`src/logic/prescaled_down_timer_pkg.sv`:
```
// constants for the prescaled down timer
package prescaled_down_timer_pkg;
  localparam logic [11:0] COUNT_CONTROL_ADDR  = 12'h009;
  localparam logic [11:0] COUNT_VALUE_ADDR    = 12'h008;
  localparam logic [11:0] EPROM_PROG_ADDR     = 12'h00b;
  localparam logic [11:0] OPTION_WORD_ADDR    = 12'hf38;
  localparam int REQ_BIT      = 7;
  localparam int MASK_BIT     = 6;
  localparam int SRC_BIT      = 5;
  localparam int PIN_EN_BIT   = 4;
  localparam int PS_CLR_BIT   = 3;
  localparam int LEGACY_BIT   = 6;
  localparam int OSC_BIT      = 7;
  localparam logic [7:0] OPTION_ERASED  = 8'h00;
  localparam logic [7:0] EPROM_PROG_RST = 8'hff;
  localparam logic [1:0] PHASE_DIV      = 2'h3;   // internal clock is osc/4
  localparam logic [2:0] DIV_SEL_RST    = 3'h0;
  localparam logic [7:0] COUNT_INIT     = 8'hff;
endpackage

```
`src/logic/prescaled_down_timer.sv`:
```
// prescaled 8-bit down timer with control register and option word
`timescale 1ns/1ps
module prescaled_down_timer
  import prescaled_down_timer_pkg::*;
#(
  parameter logic [7:0] OPTION_WORD = OPTION_ERASED
) (
  input  wire logic        ref_clk,
  input  wire logic        reset,
  input  wire logic [11:0] addr,
  input  wire logic [7:0]  wrData,
  input  wire logic        wrStrobe,
  input  wire logic        rdStrobe,
  output logic      [7:0]  rdData,
  input  wire logic        timerPin,
  input  wire logic        cpuIntMask,
  output logic             timerIrq,
  output logic             oscIsRc,
  output logic      [7:0]  countValue
);

  typedef struct packed {
    logic       countIrqRequest;
    logic       countIrqMask;
    logic       countClockSelect;
    logic       extPinEnable;
    logic [2:0] divSelect;
    logic       initDone;
    logic       countLoaded;
    logic [1:0] phaseCnt;
    logic [6:0] prescaler;
    logic       pinPrev;
    logic [7:0] rdData;
    logic       timerIrq;
  } ctrl_t;

  // count lives outside the reset state so no reset touches it
  logic [7:0] countReg;
  logic [7:0] countNext;
  ctrl_t      s_reg;
  ctrl_t      s_next;

  logic       legacy;
  logic       srcSel;
  logic       pinEn;
  logic [2:0] divSel;
  logic       phaseTick;
  logic       preTick;
  logic [6:0] preNext;
  logic       tapPulse;
  logic       wrCtrl;
  logic       wrCount;

  // the option word is fixed; reset never changes it
  assign legacy = OPTION_WORD[LEGACY_BIT];

  // tap selection: bit n of prescaler toggling high means divide by 2^(n+1)
  function automatic logic tapRise(input logic [6:0] oldV, input logic [6:0] newV,
                                   input logic [2:0] sel, input logic tick);
    logic r;
    r = 1'b0;
    if (sel == 3'h0) begin
      r = tick;
    end else begin
      r = tick && newV[sel - 3'h1] && !oldV[sel - 3'h1];
    end
    return r;
  endfunction

  // effective mode bits, legacy forces pin enable
  always_comb begin
    srcSel = s_reg.countClockSelect;
    pinEn  = legacy ? 1'b1 : s_reg.extPinEnable;
    divSel = s_reg.divSelect;
  end

  // next-state logic
  always_comb begin
    s_next    = s_reg;
    countNext = countReg;
    wrCtrl    = wrStrobe && (addr == COUNT_CONTROL_ADDR);
    wrCount   = wrStrobe && (addr == COUNT_VALUE_ADDR);
    phaseTick = (s_reg.phaseCnt == PHASE_DIV);
    s_next.phaseCnt = s_reg.phaseCnt + 2'h1;
    s_next.pinPrev  = timerPin;

    // one-time load of control from option word after reset release
    if (!s_reg.initDone) begin
      s_next.initDone         = 1'b1;
      s_next.countClockSelect = OPTION_WORD[SRC_BIT];
      s_next.extPinEnable     = OPTION_WORD[PIN_EN_BIT];
      s_next.divSelect        = OPTION_WORD[2:0];
    end

    // prescaler input select
    unique case ({pinEn, srcSel})
      2'b00:   preTick = phaseTick;
      2'b10:   preTick = phaseTick && timerPin;
      2'b01:   preTick = 1'b0;
      2'b11:   preTick = timerPin && !s_reg.pinPrev;
    endcase
    preNext  = s_reg.prescaler + {6'h0, preTick};
    tapPulse = tapRise(s_reg.prescaler, preNext, divSel, preTick);
    s_next.prescaler = preNext;

    // control register write
    if (wrCtrl) begin
      s_next.countIrqMask = wrData[MASK_BIT];
      if (!wrData[REQ_BIT]) begin
        s_next.countIrqRequest = 1'b0;
      end
      if (!legacy) begin
        s_next.countClockSelect = wrData[SRC_BIT];
        s_next.extPinEnable     = wrData[PIN_EN_BIT];
        s_next.divSelect        = wrData[2:0];
        if (wrData[PS_CLR_BIT]) begin
          s_next.prescaler = 7'h0;
          tapPulse         = 1'b0;
        end
      end
    end

    // counter: load wins, else one step per tap pulse
    if (wrCount) begin
      countNext          = wrData;
      s_next.countLoaded = 1'b1;
    end else if (tapPulse) begin
      countNext = countReg - 8'h1;
      if (countReg == 8'h01) begin
        s_next.countIrqRequest = 1'b1;
      end
    end

    s_next.timerIrq = s_reg.countIrqRequest && !s_reg.countIrqMask && !cpuIntMask;

    // read mux, one cycle latency
    s_next.rdData = s_reg.rdData;
    if (rdStrobe) begin
      unique case (addr)
        COUNT_VALUE_ADDR:   s_next.rdData = countReg;
        COUNT_CONTROL_ADDR: begin
          if (legacy) begin
            s_next.rdData = {s_reg.countIrqRequest, s_reg.countIrqMask, 6'h3f};
          end else begin
            s_next.rdData = {s_reg.countIrqRequest, s_reg.countIrqMask,
                             s_reg.countClockSelect, s_reg.extPinEnable, 1'b0,
                             s_reg.divSelect};
          end
        end
        EPROM_PROG_ADDR:    s_next.rdData = EPROM_PROG_RST;
        OPTION_WORD_ADDR:   s_next.rdData = OPTION_WORD;
        default:            s_next.rdData = 8'h00;
      endcase
    end
  end

  // state register
  always_ff @(posedge ref_clk or posedge reset) begin
    if (reset) begin
      s_reg                 <= '0;
      s_reg.countIrqRequest <= 1'b0;
      s_reg.countIrqMask    <= 1'b1;
      s_reg.divSelect       <= DIV_SEL_RST;
    end else begin
      s_reg <= s_next;
    end
  end

  // count register, deliberately without reset
  always_ff @(posedge ref_clk) begin
    countReg <= countNext;
  end

  // output copies
  always_ff @(posedge ref_clk or posedge reset) begin
    if (reset) begin
      oscIsRc    <= 1'b0;
      countValue <= COUNT_INIT;
    end else begin
      oscIsRc    <= OPTION_WORD[OSC_BIT];
      countValue <= countNext;
    end
  end

  assign rdData   = s_reg.rdData;
  assign timerIrq = s_reg.timerIrq;
endmodule

```
`config.mk`:
```
export PLATFORM = sky130hd
export DESIGN_NAME = prescaled_down_timer
export DESIGN_NICKNAME = d
export VERILOG_FILES = /design/src/logic/prescaled_down_timer_pkg.sv /design/src/logic/prescaled_down_timer.sv
export SDC_FILE = /design/constraint.sdc
export NUM_CORES = 1
export LEC_CHECK = 0
export BUFFER_PORTS_ARGS = -buffer_cell sky130_fd_sc_hd__buf_2
export CORE_MARGIN = 4
export CORE_UTILIZATION = 40
export DETAILED_ROUTE_END_ITERATION = 7
export MAX_ROUTING_LAYER = met4
export RECOVER_POWER = 50
export REMOVE_ABC_BUFFERS = 1
export SKIP_CTS_REPAIR_TIMING = 1
export SYNTH_ARGS = -nofsm -noshare
export SYNTH_HDL_FRONTEND = slang
export SYNTH_SLANG_ARGS = --single-unit
```
`constraint.sdc`:
```
create_clock -name ref_clk -period 7.16 [get_ports ref_clk]
set_clock_uncertainty 0.05 [all_clocks]
set_input_delay 0.358 -clock ref_clk [delete_from_list [all_inputs] [get_ports ref_clk]]
set_output_delay 0.358 -clock ref_clk [all_outputs]
set_load 0.02 [all_outputs]
```
==> qor.txt <==
NumNets Final: 293
First-pass DRT Iterations: 4
Crit. End Element: flip-flop
Synth warnings: 0
largest net degree at the start of global routing: 36
Period Utilization, post-route: 41.86%
max reg flops: 13
Die Span Y: 83.39 µm
Crit Path Class: reg2reg
M2 GR Usage: 20.70%
fin util: 46.31%
Final min period: 2997 ps
Pint: 0.4071 mW
Leak Pwr: 1.070 nW
CTS tree: done
grt met3 use: 4.266%
Clock Power Share: 25.4%
CP Launch Type: flip-flop
Power Density: 232.7 nW/µm²
layout cells sized above 1: 24.52%
clock sinks: 43
CP startpoint: pinEn
final hold viol count: 0
overflow left after global routing: 0
hold_ws: 156.1 ps
Mapped Area: 2273 µm²
final setup vio count: 0
GRT Total Usage: 15.09%
relative slew slack: -24.37%
clk buf depth: 2
ys flop type: dfrtp_1
Yosys cell types: 53
Crit Path Max Fanout: 6
most frequent cells in the layout: buf_2 (33), dfrtp_1 (26), inv_1 (19)
Final Non-Filler Cells: 333
Synth Area per Inst: 10.06 µm²
DRC Markers: 0
Post-synth EDFFs: 0
first-pass GRT wire length: 8273 µm
core area: 5507 µm²
Worst Setup EP: countReg[1]
DIE AREA: 6954 µm²
Seq/Total Area, Yosys: 46.06%
hold path depth: 2
initial antenna violation count: 0
Post-synth ARST share: 81.40%
Vias per Instance: 5.075
Crit Reg-Reg Endpoint: countReg[1]
most common cell after layout, fill and taps aside: buf_2
GRT Max-Usage Layer: met1
Post-Route WL: 4728 µm
switching power share of the total: 31.39%
reg-to-reg critical path startpoint: pinEn
placed insts: 325
number of global-route vias before repair: 1625
NetSw: 0.1862 mW
via count: 1690
worst IR drop on VDD: 0.1432 mV
met1 Usage GRT: 21.74%
initial core utilization: 41.29%
Post-Synthesis Cells: 226
WP data arrival: 3130 ps
Worst-Skew Late Latency: 290 ps
average wire per standard cell: 14.20 µm
FF-to-FF setup slack: 4160 ps
Antenna Nets Post-Route: 0
Reg clk slew, reported paths: 80 ps
Diodes inserted: 0
worst reg2reg path depth: 10
worst slew pin tran: 1866 ps
Area growth, synth to finish: 12.16%
failing checks: capacitance limit, slew limit
I/O Buffers: 42
outcome: finished with violations
Max Cap Violations: 1
number of top-level pins: 44
Required @ worst endpoint: 7300 ps
GPL Wtd Cong: 0.8162
FMAX: 0.3336 GHz
RSZ-0062 raised after global routing: no
Num CTS Buffers: 5
Die Span X: 83.39 µm
H-tree depth: 2
CTS Root Cell: clkbuf_8
power share of the combinational group: 18.6%
post-detail-place hpwl: 3488 µm
Hold Path Class: in2reg
Setup TNS Final: 0 ps
register share of total power: 56.0%
number of synthesized register bits: 43
Final Max Slew Viols: 36
Row Count: 27
DR iter-0 viols: 119
per-stage QoR:
stage          power, mW  cell area, µm²  setup slack [ps]
2_1_floorplan     0.4031            2165              4434
3_3_place_gp      0.4480            2480              4253
3_5_place_dp      0.4477            2480              4175
4_1_cts           0.6014            2565              4149
5_1_grt           0.6326            2550              3932
6_report          0.5933            2550              4163
metal layers:
layer  up-vias  share of wire, %
met3         6               6.0
met1       790                50
met2        44                43
met4         0              0.91
li1        850                 -
met5         -                 0
worst min-delay path by stage:
stage / to / start
6_report: timerIrq / cpuIntMask
5_1_grt: timerIrq / cpuIntMask
4_1_cts: s_reg[13] / reset
3_5_place_dp: s_reg[17] / s_reg[17]
3_3_place_gp: s_reg[17] / s_reg[17]
2_1_floorplan: s_reg[9] / timerPin
cells in the mapped netlist, types with 2 or more instances:
cell / n / area, µm²
dfstp_2: 9 / 236.5
nand3_1: 2 / 10.01
a21oi_1: 11 / 55.05
o21a_1: 7 / 52.55
a2111oi_2: 5 / 75.07
o21ai_0: 4 / 20.02
and2_1: 2 / 12.51
dfxtp_1: 8 / 160.2
xnor2_1: 8 / 70.07
nand2b_1: 4 / 25.02
nor3_1: 2 / 10.01
ha_1: 7 / 87.58
clkbuf_1: 5 / 18.77
o22ai_1: 8 / 50.05
o21ai_2: 2 / 17.52
nor2b_1: 3 / 18.77
dfrtp_1: 26 / 650.6
nand3b_1: 3 / 22.52
nor3b_1: 3 / 22.52
nand4b_1: 2 / 17.52
buf_4: 9 / 67.56
nand2_1: 18 / 67.56
o21ai_1: 11 / 55.05
nand4_1: 2 / 12.51
conb_1: 2 / 7.510
nor3_2: 2 / 20.02
mux2i_1: 4 / 40.04
xor2_1: 2 / 17.52
or3_1: 2 / 12.51
nor2_1: 11 / 41.29
and3_2: 2 / 15.01
inv_1: 19 / 71.32
cell families (layout without fill, tap and decap cells):
logic type / after synthesis / after routing / synth area share (%)
xor+xnor: 10 / 10 / 3.853
mux: 6 / 6 / 2.752
flops: 43 / 43 / 46.06
compound gates: 57 / 57 / 18.71
other cells: 2 / 2 / 0.3303
buf+inv: 36 / 71 / 7.925
simple gates: 65 / 65 / 16.51
fa+ha+maj: 7 / 7 / 3.852
worst max-delay path: stages, from the launching register on:
cell and delay (ps):
dfrtp_1 430, nor2b_1 150, o21ai_0 320, ha_1 310, ha_1 210, nand2b_1 90
a221o_1 340, o221a_4 270, a211oi_4 330, mux2i_1 110, mux2_2 280
cell type report:
type	count	area (µm²)
repair buffers	44	210.2
clock buffers	6	72.57
multi-input cells	147	1046
well taps	72	90.09
inverters	19	71.32
clock inverters	2	12.51
flip-flops and latches	43	1047
fillers	540	2957
power groups by stage:
stage          Clock, mW  Sequential [mW]  Combinational, mW
6_report           0.151            0.332              0.110
5_1_grt            0.169            0.339              0.124
4_1_cts            0.157            0.332              0.113
3_5_place_dp           0            0.335              0.112
3_3_place_gp           0            0.337              0.111
2_1_floorplan          0            0.344             0.0590
No activity file was read; power rests on OpenSTA's default activity.
